==> src/hdl/agc_regs.vh <==
// Register offsets, field codes, reset values and timing counts of the converter and line controller.
`ifndef AGC_REGS_VH
`define AGC_REGS_VH
`define AGC_ADDR_W 4
`define AGC_REG_LINE_DIR 4'h0
`define AGC_REG_LINE_OUT 4'h1
`define AGC_REG_LINE_POL 4'h2
`define AGC_REG_LINE_IN 4'h3
`define AGC_REG_LINE_SEL 4'h4
`define AGC_REG_LINE_LEVEL 4'h5
`define AGC_REG_LINE_DIRSET 4'h6
`define AGC_REG_AN_RANGE 4'h7
`define AGC_REG_AN_START 4'h8
`define AGC_REG_AN_STATUS 4'h9
`define AGC_REG_AN_RESULT 4'ha
`define AGC_REG_VARIANT 4'hb
`define AGC_REG_AN_DIFF 4'hc
`define AGC_DIR_RESET 3'h7
`define AGC_OUT_RESET 3'h7
`define AGC_POL_RESET 3'h0
`define AGC_DIFF_RESET 4'h0
`define AGC_DIRECTION_IN_CODE 8'h01
`define AGC_DIRECTION_OUT_CODE 8'h00
`define AGC_LINE_LEVEL_LOW_CODE 8'h00
`define AGC_LINE_LEVEL_HIGH_CODE 8'h01
`define AGC_DIGITAL_LINE_SELECT_ONE 8'h90
`define AGC_DIGITAL_LINE_SELECT_TWO 8'h91
`define AGC_DIGITAL_LINE_SELECT_THREE 8'h92
`define AGC_ANALOG_SELECT_ONE 8'h0e
`define AGC_ANALOG_SELECT_TWO 8'h4e
`define AGC_ANALOG_SELECT_THREE 8'h1e
`define AGC_ANALOG_SELECT_FOUR 8'h5e
`define AGC_ANALOG_SELECT_FIVE 8'h2e
`define AGC_ANALOG_SELECT_SIX 8'h6e
`define AGC_ANALOG_SELECT_SEVEN 8'h3e
`define AGC_ANALOG_SELECT_EIGHT 8'h7e
`define AGC_RANGE_BIPOLAR_FIVE 8'h00
`define AGC_RANGE_BIPOLAR_TEN 8'h04
`define AGC_RANGE_UNIPOLAR_FIVE 8'h08
`define AGC_RANGE_UNIPOLAR_TEN 8'h0c
`define AGC_RANGE_MASK 8'h0c
`define AGC_VARIANT_TWELVE_BIT 8'h01
`define AGC_VARIANT_SIXTEEN_BIT 8'h02
`define AGC_CLK_HZ 25000000
`define AGC_ACQ_TIME_NS 4000
`define AGC_SAMPLE_RATE_SPS 100000
`define AGC_ACQ_CYCLES ((`AGC_ACQ_TIME_NS * (`AGC_CLK_HZ / 1000000) + 999) / 1000)
`define AGC_PERIOD_CYCLES ((`AGC_CLK_HZ + `AGC_SAMPLE_RATE_SPS - 1) / `AGC_SAMPLE_RATE_SPS)
`define AGC_SCLK_DIV 2
`endif

==> src/hdl/agc_top.v <==
// Host-facing controller for an eight-channel converter and three digital lines.
`timescale 1ns/1ps
`default_nettype none
`include "agc_regs.vh"
module agc_top #(
  parameter SIXTEEN_BIT = 1,
  parameter ACQ_CYCLES = `AGC_ACQ_CYCLES,
  parameter PERIOD_CYCLES = `AGC_PERIOD_CYCLES
) (
  // Clock and reset.
  input wire clk,
  input wire arst_n,
  // Register port.
  input wire [`AGC_ADDR_W-1:0] reg_addr,
  input wire [7:0] reg_wdata,
  input wire reg_wr,
  input wire reg_rd,
  output reg [15:0] reg_rdata_ff,
  // Digital lines, one bit per line.
  input wire [2:0] line_in,
  output reg [2:0] line_out_ff,
  output reg [2:0] line_oe_ff,
  output reg [2:0] line_pullup_ff,
  // Converter serial port.
  output reg adc_cs_n_ff,
  output reg adc_sclk_ff,
  output reg adc_mosi_ff,
  input wire adc_miso
);

  localparam ST_IDLE = 2'h0;
  localparam ST_ACQ = 2'h1;
  localparam ST_XFER = 2'h2;
  localparam ST_GAP = 2'h3;
  localparam RES_W = SIXTEEN_BIT ? 16 : 12;

  // Maps a channel select code to its index; bit 3 flags an unknown code.
  function [3:0] analog_index;
    input [7:0] code;
    begin
      case (code)
        `AGC_ANALOG_SELECT_ONE: analog_index = 4'h0;
        `AGC_ANALOG_SELECT_TWO: analog_index = 4'h1;
        `AGC_ANALOG_SELECT_THREE: analog_index = 4'h2;
        `AGC_ANALOG_SELECT_FOUR: analog_index = 4'h3;
        `AGC_ANALOG_SELECT_FIVE: analog_index = 4'h4;
        `AGC_ANALOG_SELECT_SIX: analog_index = 4'h5;
        `AGC_ANALOG_SELECT_SEVEN: analog_index = 4'h6;
        `AGC_ANALOG_SELECT_EIGHT: analog_index = 4'h7;
        default: analog_index = 4'h8;
      endcase
    end
  endfunction

  function [7:0] analog_code;
    input [2:0] idx;
    begin
      case (idx)
        3'h0: analog_code = `AGC_ANALOG_SELECT_ONE;
        3'h1: analog_code = `AGC_ANALOG_SELECT_TWO;
        3'h2: analog_code = `AGC_ANALOG_SELECT_THREE;
        3'h3: analog_code = `AGC_ANALOG_SELECT_FOUR;
        3'h4: analog_code = `AGC_ANALOG_SELECT_FIVE;
        3'h5: analog_code = `AGC_ANALOG_SELECT_SIX;
        3'h6: analog_code = `AGC_ANALOG_SELECT_SEVEN;
        default: analog_code = `AGC_ANALOG_SELECT_EIGHT;
      endcase
    end
  endfunction

  // Maps a line select code to a one-hot line mask; zero for an unknown code.
  function [2:0] line_mask;
    input [7:0] code;
    begin
      case (code)
        `AGC_DIGITAL_LINE_SELECT_ONE: line_mask = 3'h1;
        `AGC_DIGITAL_LINE_SELECT_TWO: line_mask = 3'h2;
        `AGC_DIGITAL_LINE_SELECT_THREE: line_mask = 3'h4;
        default: line_mask = 3'h0;
      endcase
    end
  endfunction

  reg [2:0] pin_meta_ff;
  reg [2:0] pin_sync_ff;
  reg miso_meta_ff;
  reg miso_sync_ff;
  reg [2:0] dir_in_ff;
  reg [2:0] pol_inv_ff;
  reg [2:0] sel_mask_ff;
  reg [7:0] range_ff [0:7];
  reg [3:0] diff_ff;
  reg [2:0] chan_ff;
  reg [1:0] state_ff;
  reg [9:0] acq_cnt_ff;
  reg [9:0] period_cnt_ff;
  reg [4:0] bit_cnt_ff;
  reg [15:0] shift_out_ff;
  reg [15:0] shift_in_ff;
  reg [15:0] result_ff;
  reg busy_ff;
  reg done_ff;
  reg [3:0] div_cnt_ff;
  wire [2:0] line_level;
  wire [3:0] wr_idx;
  wire [7:0] adc_cmd;
  wire sclk_tick;
  integer i;

  // Reported level: synchronised pin, flipped when polarity is inverted.
  assign line_level = pin_sync_ff ^ pol_inv_ff;
  assign wr_idx = analog_index(reg_wdata);
  // Command byte: channel code, its range bits, and bit 0 flipped for a differential pair.
  assign adc_cmd = (analog_code(chan_ff) | (range_ff[chan_ff] & `AGC_RANGE_MASK)) ^
                   {7'h00, diff_ff[chan_ff[2:1]]};
  assign sclk_tick = (div_cnt_ff == (`AGC_SCLK_DIV - 1));

  always @(posedge clk or negedge arst_n) begin
    if (!arst_n) begin
      pin_meta_ff <= 3'h0;
      pin_sync_ff <= 3'h0;
      miso_meta_ff <= 1'b0;
      miso_sync_ff <= 1'b0;
    end else begin
      pin_meta_ff <= line_in;
      pin_sync_ff <= pin_meta_ff;
      miso_meta_ff <= adc_miso;
      miso_sync_ff <= miso_meta_ff;
    end
  end

  // Line configuration and pin drivers.
  always @(posedge clk or negedge arst_n) begin
    if (!arst_n) begin
      dir_in_ff <= `AGC_DIR_RESET;
      line_out_ff <= `AGC_OUT_RESET;
      line_oe_ff <= 3'h0;
      line_pullup_ff <= 3'h7;
      pol_inv_ff <= `AGC_POL_RESET;
      sel_mask_ff <= 3'h1;
      diff_ff <= `AGC_DIFF_RESET;
    end else begin
      if (reg_wr) begin
        case (reg_addr)
          `AGC_REG_LINE_DIR: dir_in_ff <= reg_wdata[2:0];
          `AGC_REG_LINE_OUT: line_out_ff <= reg_wdata[2:0];
          `AGC_REG_LINE_POL: pol_inv_ff <= reg_wdata[2:0];
          `AGC_REG_LINE_SEL: sel_mask_ff <= line_mask(reg_wdata);
          `AGC_REG_LINE_LEVEL: begin
            if (reg_wdata == `AGC_LINE_LEVEL_HIGH_CODE) begin
              line_out_ff <= line_out_ff | sel_mask_ff;
            end else if (reg_wdata == `AGC_LINE_LEVEL_LOW_CODE) begin
              line_out_ff <= line_out_ff & ~sel_mask_ff;
            end
          end
          `AGC_REG_LINE_DIRSET: begin
            if (reg_wdata == `AGC_DIRECTION_IN_CODE) begin
              dir_in_ff <= dir_in_ff | sel_mask_ff;
            end else if (reg_wdata == `AGC_DIRECTION_OUT_CODE) begin
              dir_in_ff <= dir_in_ff & ~sel_mask_ff;
            end
          end
          `AGC_REG_AN_DIFF: diff_ff <= reg_wdata[3:0];
          default: begin
          end
        endcase
      end
      line_oe_ff <= ~dir_in_ff;
      line_pullup_ff <= dir_in_ff;
    end
  end

  // Per-channel range store; write data is {channel code} then {8'h80 | range} latched via index.
  reg [2:0] range_sel_ff;
  always @(posedge clk or negedge arst_n) begin
    if (!arst_n) begin
      range_sel_ff <= 3'h0;
      for (i = 0; i < 8; i = i + 1) begin
        range_ff[i] <= `AGC_RANGE_BIPOLAR_FIVE;
      end
    end else if (reg_wr && reg_addr == `AGC_REG_AN_RANGE) begin
      if (!wr_idx[3]) begin
        range_sel_ff <= wr_idx[2:0];
      end else if ((reg_wdata & ~`AGC_RANGE_MASK) == 8'h80) begin
        range_ff[range_sel_ff] <= reg_wdata & `AGC_RANGE_MASK;
      end
    end
  end

  // Conversion sequencer: acquisition, serial transfer, then rate gap.
  always @(posedge clk or negedge arst_n) begin
    if (!arst_n) begin
      state_ff <= ST_IDLE;
      chan_ff <= 3'h0;
      acq_cnt_ff <= 10'h000;
      period_cnt_ff <= 10'h000;
      bit_cnt_ff <= 5'h00;
      shift_out_ff <= 16'h0000;
      shift_in_ff <= 16'h0000;
      result_ff <= 16'h0000;
      busy_ff <= 1'b0;
      done_ff <= 1'b0;
      div_cnt_ff <= 4'h0;
      adc_cs_n_ff <= 1'b1;
      adc_sclk_ff <= 1'b0;
      adc_mosi_ff <= 1'b0;
    end else begin
      if (period_cnt_ff != 10'h000) begin
        period_cnt_ff <= period_cnt_ff - 10'h001;
      end
      case (state_ff)
        ST_IDLE: begin
          if (reg_wr && reg_addr == `AGC_REG_AN_START && !wr_idx[3]) begin
            chan_ff <= wr_idx[2:0];
            busy_ff <= 1'b1;
            done_ff <= 1'b0;
            acq_cnt_ff <= ACQ_CYCLES[9:0];
            period_cnt_ff <= PERIOD_CYCLES[9:0];
            state_ff <= ST_ACQ;
          end
        end
        ST_ACQ: begin
          if (acq_cnt_ff <= 10'h001) begin
            shift_out_ff <= {adc_cmd, 8'h00};
            adc_mosi_ff <= adc_cmd[7];
            adc_cs_n_ff <= 1'b0;
            bit_cnt_ff <= 5'h10;
            div_cnt_ff <= 4'h0;
            state_ff <= ST_XFER;
          end else begin
            acq_cnt_ff <= acq_cnt_ff - 10'h001;
          end
        end
        ST_XFER: begin
          div_cnt_ff <= sclk_tick ? 4'h0 : div_cnt_ff + 4'h1;
          if (sclk_tick) begin
            // Command data moves on the falling edge so it is settled before the rise.
            if (!adc_sclk_ff) begin
              adc_sclk_ff <= (bit_cnt_ff != 5'h00);
            end else begin
              adc_sclk_ff <= 1'b0;
              adc_mosi_ff <= shift_out_ff[14];
              shift_out_ff <= {shift_out_ff[14:0], 1'b0};
              shift_in_ff <= {shift_in_ff[14:0], miso_sync_ff};
              bit_cnt_ff <= bit_cnt_ff - 5'h01;
            end
            if (!adc_sclk_ff && bit_cnt_ff == 5'h00) begin
              adc_cs_n_ff <= 1'b1;
              // A twelve-bit part returns its result left-justified.
              result_ff <= shift_in_ff >> (16 - RES_W);
              state_ff <= ST_GAP;
            end
          end
        end
        ST_GAP: begin
          if (period_cnt_ff <= 10'h001) begin
            busy_ff <= 1'b0;
            done_ff <= 1'b1;
            state_ff <= ST_IDLE;
          end
        end
        default: state_ff <= ST_IDLE;
      endcase
      if (reg_rd && reg_addr == `AGC_REG_AN_RESULT && state_ff != ST_GAP) begin
        done_ff <= 1'b0;
      end
    end
  end

  // Read data, valid in the cycle after the read strobe.
  always @(posedge clk or negedge arst_n) begin
    if (!arst_n) begin
      reg_rdata_ff <= 16'h0000;
    end else if (reg_rd) begin
      case (reg_addr)
        `AGC_REG_LINE_DIR: reg_rdata_ff <= {13'h0000, dir_in_ff};
        `AGC_REG_LINE_OUT: reg_rdata_ff <= {13'h0000, line_out_ff};
        `AGC_REG_LINE_POL: reg_rdata_ff <= {13'h0000, pol_inv_ff};
        `AGC_REG_LINE_IN: reg_rdata_ff <= {13'h0000, line_level};
        `AGC_REG_LINE_SEL: reg_rdata_ff <= {13'h0000, sel_mask_ff};
        `AGC_REG_LINE_LEVEL: reg_rdata_ff <= {15'h0000, |(line_level & sel_mask_ff)};
        `AGC_REG_LINE_DIRSET: reg_rdata_ff <= {15'h0000, |(dir_in_ff & sel_mask_ff)};
        `AGC_REG_AN_RANGE: reg_rdata_ff <= {8'h00, range_ff[range_sel_ff]};
        `AGC_REG_AN_STATUS: reg_rdata_ff <= {11'h000, chan_ff, done_ff, busy_ff};
        `AGC_REG_AN_RESULT: reg_rdata_ff <= result_ff;
        `AGC_REG_VARIANT: reg_rdata_ff <= SIXTEEN_BIT ? {8'h00, `AGC_VARIANT_SIXTEEN_BIT} :
                                          {8'h00, `AGC_VARIANT_TWELVE_BIT};
        `AGC_REG_AN_DIFF: reg_rdata_ff <= {12'h000, diff_ff};
        default: reg_rdata_ff <= 16'h0000;
      endcase
    end else begin
      reg_rdata_ff <= 16'h0000;
    end
  end

endmodule // agc_top
`default_nettype wire

==> config.mk <==
export PLATFORM = sky130hd
export DESIGN_NAME = agc_top
export DESIGN_NICKNAME = d
export VERILOG_FILES = /design/src/hdl/agc_top.v
export VERILOG_INCLUDE_DIRS = /design/src /design/src/hdl
export SDC_FILE = /design/constraint.sdc
export NUM_CORES = 1
export LEC_CHECK = 0
export ABC_CLOCK_PERIOD_IN_PS = 2800
export BUFFER_PORTS_ARGS = -buffer_cell sky130_fd_sc_hd__clkbuf_2
export CORE_UTILIZATION = 45
export CTS_BUF_LIST = sky130_fd_sc_hd__clkbuf_8
export DETAILED_ROUTE_END_ITERATION = 16
export SLEW_MARGIN = 20
export SYNTH_ARGS = -nofsm -noshare
export SYNTH_HDL_FRONTEND = slang
export SYNTH_SLANG_ARGS = --single-unit
==> constraint.sdc <==
create_clock -name clk -period 2.8 [get_ports clk]
set_clock_uncertainty 0.15 [all_clocks]
set_input_delay 0.14 -clock clk [delete_from_list [all_inputs] [get_ports clk]]
set_output_delay 0.14 -clock clk [all_outputs]
set_load 0.01 [all_outputs]
# After elaboration in Yosys (flattened, before gate mapping)
# Index checks and enable logic that the tools add are counted.
[totals] in_bits=20 output_inout_bits=28 regBits=199
[op_classes] n_mux=61 bitwise_logic=14 n_reduce_logical=42 eq_ne=47 n_lt_le_gt_ge=6 add_sub_neg=4
[ops] cell="$pmux W16 S12" count=1
[ops] cell="$bwmux W64" count=1
[ops] cell="$mux W10" count=5
[ops] cell="$pmux W7 S7" count=1
[ops] cell="$bmux W8 S3" count=2
[ops] cell="$mux W15" count=3
[ops] cell="$eq A8 B7 Y1 const B" count=4
[ops] cell="$pmux W4 S8" count=1
[ops] cell="$pmux W15 S2" count=1
[ops] cell="$demux W8 S3" count=1
[ops] cell="$eq A8 B8 Y1 const B" count=3
[ops] cell="$mux W8" count=3
[ops] cell="$reduce_and A3 Y1" count=8
[ops] cell="$eq A4 B4 Y1 const B" count=5
[ops] cell="$le A10 B1 Y1 const B" count=2
[ops] cell="$pmux W10 S2" count=1
[ops] cell="$sub A10 B1 Y10 const B" count=2
[ops] cell="$eq A4 B3 Y1 const B" count=4
[ops] cell="$eq A8 B6 Y1 const B" count=2
[ops] cell="$mux W16" count=1
[ops] cell="$mux W4" count=4
[ops] cell="$ne A2 B2 Y1 const B" count=8
[ops] cell="$mux W5" count=3
[ops] cell="$reduce_and A2 Y1" count=7
[ops] cell="49 further kinds" count=101

# Depth between registers and ports, before layout
[logic_depth] word_depth=8 depth_mapped=10

# Worst setup path before layout
# No wires, ideal clock.
[synth_timing] path_type="flip-flop to flip-flop" start="register div_cnt_ff[1]" end="register result_ff[10]" t_arrival_ns=2.078 n_path_buf=2 setup_ns=0.125 period_less_slack_ns=2.353 path_slack_ns=0.447 path_stages_with_launch=8 required_ns=2.525 cell_sequence="dfrtp_1 -> inv_1 -> ha_1 -> nor3b_1 -> and3_1 -> clkbuf_1 -> buf_2 -> mux2_2"
[synth_via] elab_chain_len=2
[synth_rtl] element="start, declared" line="agc_top.v:103" rtl="reg [3:0] div_cnt_ff;"
[synth_rtl] element="start signal, assigned" line="agc_top.v:235" rtl="div_cnt_ff <= sclk_tick ? 4'h0 : div_cnt_ff + 4'h1;"
[synth_rtl] element="$eq A4 B1 Y1" line="agc_top.v:116" rtl="assign sclk_tick = (div_cnt_ff == (`AGC_SCLK_DIV - 1));"
[synth_rtl] element="$reduce_and A3 Y1 (no line)"
[synth_rtl] element="end signal, assigned" line="agc_top.v:250" rtl="result_ff <= shift_in_ff >> (16 - RES_W);"
[synth_rtl] element="end, declared" line="agc_top.v:100" rtl="reg [15:0] result_ff;"
# Every way passes these cells.
# A chain may end at the register's enable or synchronous reset.

# Worst setup path in the final report
[layout_timing] start="register period_cnt_ff[0]" end="register period_cnt_ff[7]"
[layout_via] elab_chain_len=4 elab_cells_between_ends=5 cone_classes="add/sub: 1; mux: 3; reduce/logical: 1"
[layout_rtl] element="start, declared" line="agc_top.v:96" rtl="reg [9:0] period_cnt_ff;"
[layout_rtl] element="start signal, assigned" line="agc_top.v:209" rtl="period_cnt_ff <= period_cnt_ff - 10'h001;"
[layout_rtl] element="start signal, assigned" line="agc_top.v:218" rtl="period_cnt_ff <= PERIOD_CYCLES[9:0];"
[layout_rtl] element="$sub A10 B1 Y10 / $reduce_bool A10 Y1 (equally long branches)" line="agc_top.v:209, agc_top.v:208"
[layout_rtl] element="$mux W10 *" line="agc_top.v:208" rtl="if (period_cnt_ff != 10'h000) begin"
[layout_rtl] element="$mux W10" line="agc_top.v:213" rtl="if (reg_wr && reg_addr == `AGC_REG_AN_START && !wr_idx[3]) begin"
[layout_rtl] element="$mux W10 *" line="agc_top.v:211" rtl="case (state_ff)"
# Every way passes the cells marked *; elsewhere a longest branch is shown, timed or not.

==> results.sh <==
export IMPL_ys_async_sr_fraction=1.00
export IMPL_hold_end="range_sel_ff[1]"
export IMPL_setup_viol=0
export IMPL_yosysUniqueCellTypes=73
export IMPL_drcViolationCount=0
export IMPL_grt_setup_unrepaired="false"
export IMPL_wl_per_cell_um=16.8
export IMPL_synth_ff_type="dfrtp_1"
export IMPL_r2r_start="period_cnt_ff[0]"
export IMPL_fmax_mhz=391
export IMPL_numCtsBuffers=17
export IMPL_cts_tree="yes"
export IMPL_drv_cap=0
export IMPL_synth_edf_count=0
export IMPL_timing_final_crit_period_ns=2.56
export IMPL_core_area_um2=14600
export IMPL_power_density_nw_per_um2=742
export IMPL_track_usage=0.201
export IMPL_finalMaxSlewViolations=0
export IMPL_fp_row_count=44
export IMPL_avgSynthCellArea_um2=11.2
export IMPL_switching_share=0.352
export IMPL_dr_pass1_iters=6
export IMPL_drive_above_1_share=0.273
export IMPL_viasPerCell=5.54
export IMPL_ant_nets=0
export IMPL_netlist_area_um2=6830
export IMPL_ctsRootBufferMaster="clkbuf_8"
export IMPL_clkLatencyLatePin_ns=0.46
export IMPL_drt_total_wl_um=14600
export IMPL_grt_pass1_vias=4899
export IMPL_comb_power_share=0.259
export IMPL_reg2reg_to="period_cnt_ff[7]"
export IMPL_syn_inst=608
export IMPL_placed_cells=826
export IMPL_start_util=0.466
export IMPL_place_congestion=0.828
export IMPL_synthToLayoutAreaGrowth_pct=14.7
export IMPL_grt_overflow=0
export IMPL_period_share=0.914
export IMPL_clk_path_buf_depth=2
export IMPL_min_path_cells=4
export IMPL_intPower_w=0.00376
export IMPL_vias=4830
export IMPL_fin_setup_tns_ns=0
export IMPL_outcome="finished, final reports clean"
export IMPL_hold_class="in2reg"
export IMPL_tightest_slew_ns=0.702
export IMPL_io_buffers=47
export IMPL_nNetsFinal=707
export IMPL_cts_sinks=143
export IMPL_post_cts_buffers=0
export IMPL_die_area_um2=15700
export IMPL_worst_slew_margin_rel=0.519
export IMPL_nFillCells=1308
export IMPL_grt_max_degree=75
export IMPL_critPathCaptureType="flip-flop"
export IMPL_hold_viol=0
export IMPL_fin_hold_ws_ns=0.0377
export IMPL_drt_iter0_markers=298
export IMPL_dp_worst_setup_slack_ns=0.272
export IMPL_cp_start_kind="flip-flop"
export IMPL_syn_nets=640
export IMPL_cp_data_arrival_time_ns=2.73
export IMPL_die_h_um=125
export IMPL_worstSetupPathType="reg2reg"
export IMPL_final_cells=872
export IMPL_synth_seq_cells=143
export IMPL_p_clk_frac=0.278
export IMPL_die_x_um=125
export IMPL_rrSetupSlack_ns=0.24
export IMPL_yosysSeqAreaShare=0.526
export IMPL_crit_required_ns=2.97
export IMPL_hp_start="reg_wr"
export IMPL_netSwitchingPower_w=0.00205
export IMPL_crit_path_max_fanout=5
export IMPL_clkTransAtPathRegs_ns=0.09
export IMPL_p_leak_nw=3.59
export IMPL_seq_power_share=0.463
export IMPL_hpwlAfterDp_um=10100
export IMPL_cp_startpoint="period_cnt_ff[0]"
export IMPL_ioPinCount=48
export IMPL_yosysWarnings=0
export IMPL_antenna_found_initial=0
export IMPL_htreeDepth=4
export IMPL_grt_pass1_wl_um=24800
export IMPL_setup_ws_ns=0.241
export IMPL_reg2regPathDepth=7
export IMPL_ir_drop_v=0.000522
export IMPL_diodes=0
-- critical path, cell delays in order (launching register included) --
cell	delay, ns
dfrtp_1	0.45
inv_1	0.09
ha_1	0.22
or3b_2	0.51
o41ai_1	0.60
nor4_1	0.14
xnor2_1	0.19
nand2_1	0.08
-- metrics by stage --
stage	cell area [um2]	util	total power, W
after floorplan	6830	-	0.00375
after global placement	7300	0.499	0.00415
after detailed placement	7300	0.499	0.00421
after CTS	7830	0.535	0.00586
after global routing	7830	0.535	0.00617
final	7830	0.535	0.00581
-- area by class of cell --
| class | count | area, um2 | share of cell area |
|---|---|---|---|
| Multi-Input combinational cell | 413 | 3030 | 0.386 |
| Timing Repair Buffer | 76 | 507 | 0.0647 |
| Tap cell | 184 | 230 | 0.0294 |
| Sequential cell | 143 | 3590 | 0.459 |
| Inverter | 24 | 90.1 | 0.0115 |
| Clock inverter | 15 | 151 | 0.0193 |
| Clock buffer | 17 | 234 | 0.0299 |
-- cells in the mapped netlist (all sizes together), types with 3 or more instances --
cell | n | area share
dfstp | 11 | 0.042
mux2i | 13 | 0.019
nand3b | 4 | 0.0044
nor3b | 10 | 0.011
a2111oi | 3 | 0.0059
nor2 | 32 | 0.018
o31ai | 3 | 0.0033
and3 | 9 | 0.0082
nand3 | 12 | 0.0088
inv | 24 | 0.013
xnor2 | 6 | 0.0077
a31oi | 5 | 0.0046
o221ai | 3 | 0.0048
ha | 12 | 0.022
or3 | 3 | 0.0037
a32o | 3 | 0.0044
nor2b | 10 | 0.0092
a21oi | 19 | 0.014
xor2 | 3 | 0.0038
a21boi | 3 | 0.0033
nand4 | 6 | 0.0055
o21ai | 38 | 0.028
a211oi | 3 | 0.0040
mux2 | 68 | 0.11
dfrtp | 132 | 0.48
nor3 | 12 | 0.0095
and2 | 13 | 0.012
and4 | 4 | 0.0051
or4 | 4 | 0.0051
nand2 | 51 | 0.028
buf | 6 | 0.0057
clkbuf | 22 | 0.012
nor4 | 6 | 0.0077
nand2b | 8 | 0.0073
a22o | 11 | 0.014
-- sequential cells by signal, indices dropped and copies added, names as in the netlist, 2 cells and up, named ones only --
register / cells
range_ff: 16
reg_rdata_ff: 16
result_ff: 16
shift_in_ff: 16
acq_cnt_ff: 10
period_cnt_ff: 10
shift_out_ff: 7
bit_cnt_ff: 5
diff_ff: 4
div_cnt_ff: 4
chan_ff: 3
line_oe_ff: 3
line_pullup_ff: 3
pin_meta_ff: 3
pin_sync_ff: 3
pol_inv_ff: 3
range_sel_ff: 3
sel_mask_ff: 3
state_ff: 2
-- layout by cell type, fill, tap and decap left out, types with 9 or more instances in the layout --
cell type / instances
a21oi_1: 19
a22o_1: 11
and2_1: 13
and3_1: 9
buf_4: 14
clkbuf_2: 46
clkbuf_8: 17
dfrtp_1: 132
dfstp_2: 11
dlygate4sd3_1: 14
ha_1: 12
inv_1: 25
mux2_2: 67
mux2i_1: 13
nand2_1: 51
nand3_1: 12
nor2_1: 32
nor2b_1: 10
nor3_1: 11
nor3b_1: 10
o21ai_0: 38
-- layer usage --
metal	vias to the layer above	wire (um)	global-route usage	part of all wire
met5	-	0	0	0
li1	2331	-	-	-
met3	19	551	0.0466	0.038
met2	82	6850	0.327	0.47
met4	0	178	0.0574	0.012
met1	2398	7040	0.269	0.48
-- cell families (layout without fill, tap and decap cells) --
logic type               count (synthesis)  count (layout)  share of synthesized area
AO/OA/AOI/OAI                          117             117                      0.119
XOR/XNOR                                 9               9                     0.0115
adder cells (fa/ha/maj)                 12              12                     0.0220
buffers and inverters                   52             132                     0.0310
flip-flops                             143             143                      0.526
multiplexers                            82              82                      0.135
AND/OR/NAND/NOR                        193             193                      0.156
-- worst max-delay path by stage --
stage                       end  slack, ns
2_1_floorplan     result_ff[10]       0.45
3_3_place_gp   period_cnt_ff[1]       0.40
3_5_place_dp   period_cnt_ff[7]       0.27
4_1_cts        period_cnt_ff[7]       0.24
5_1_grt        period_cnt_ff[7]       0.09
6_report       period_cnt_ff[7]       0.24
-- repair_timing --
item,in CTS,in global routing
resized for setup,0,0
hold buffers,14,0
endpoints found under the hold margin,100,0
-- power by group through the flow --
stage	combinational [W]	sequential, W	clock, W
2_1_floorplan	0.00109	0.00266	0
3_3_place_gp	0.00144	0.00271	0
3_5_place_dp	0.00149	0.00272	0
4_1_cts	0.00151	0.00269	0.00166
5_1_grt	0.00169	0.00274	0.00174
6_report	0.00150	0.00269	0.00162
Power figures use the tool's default switching activity.
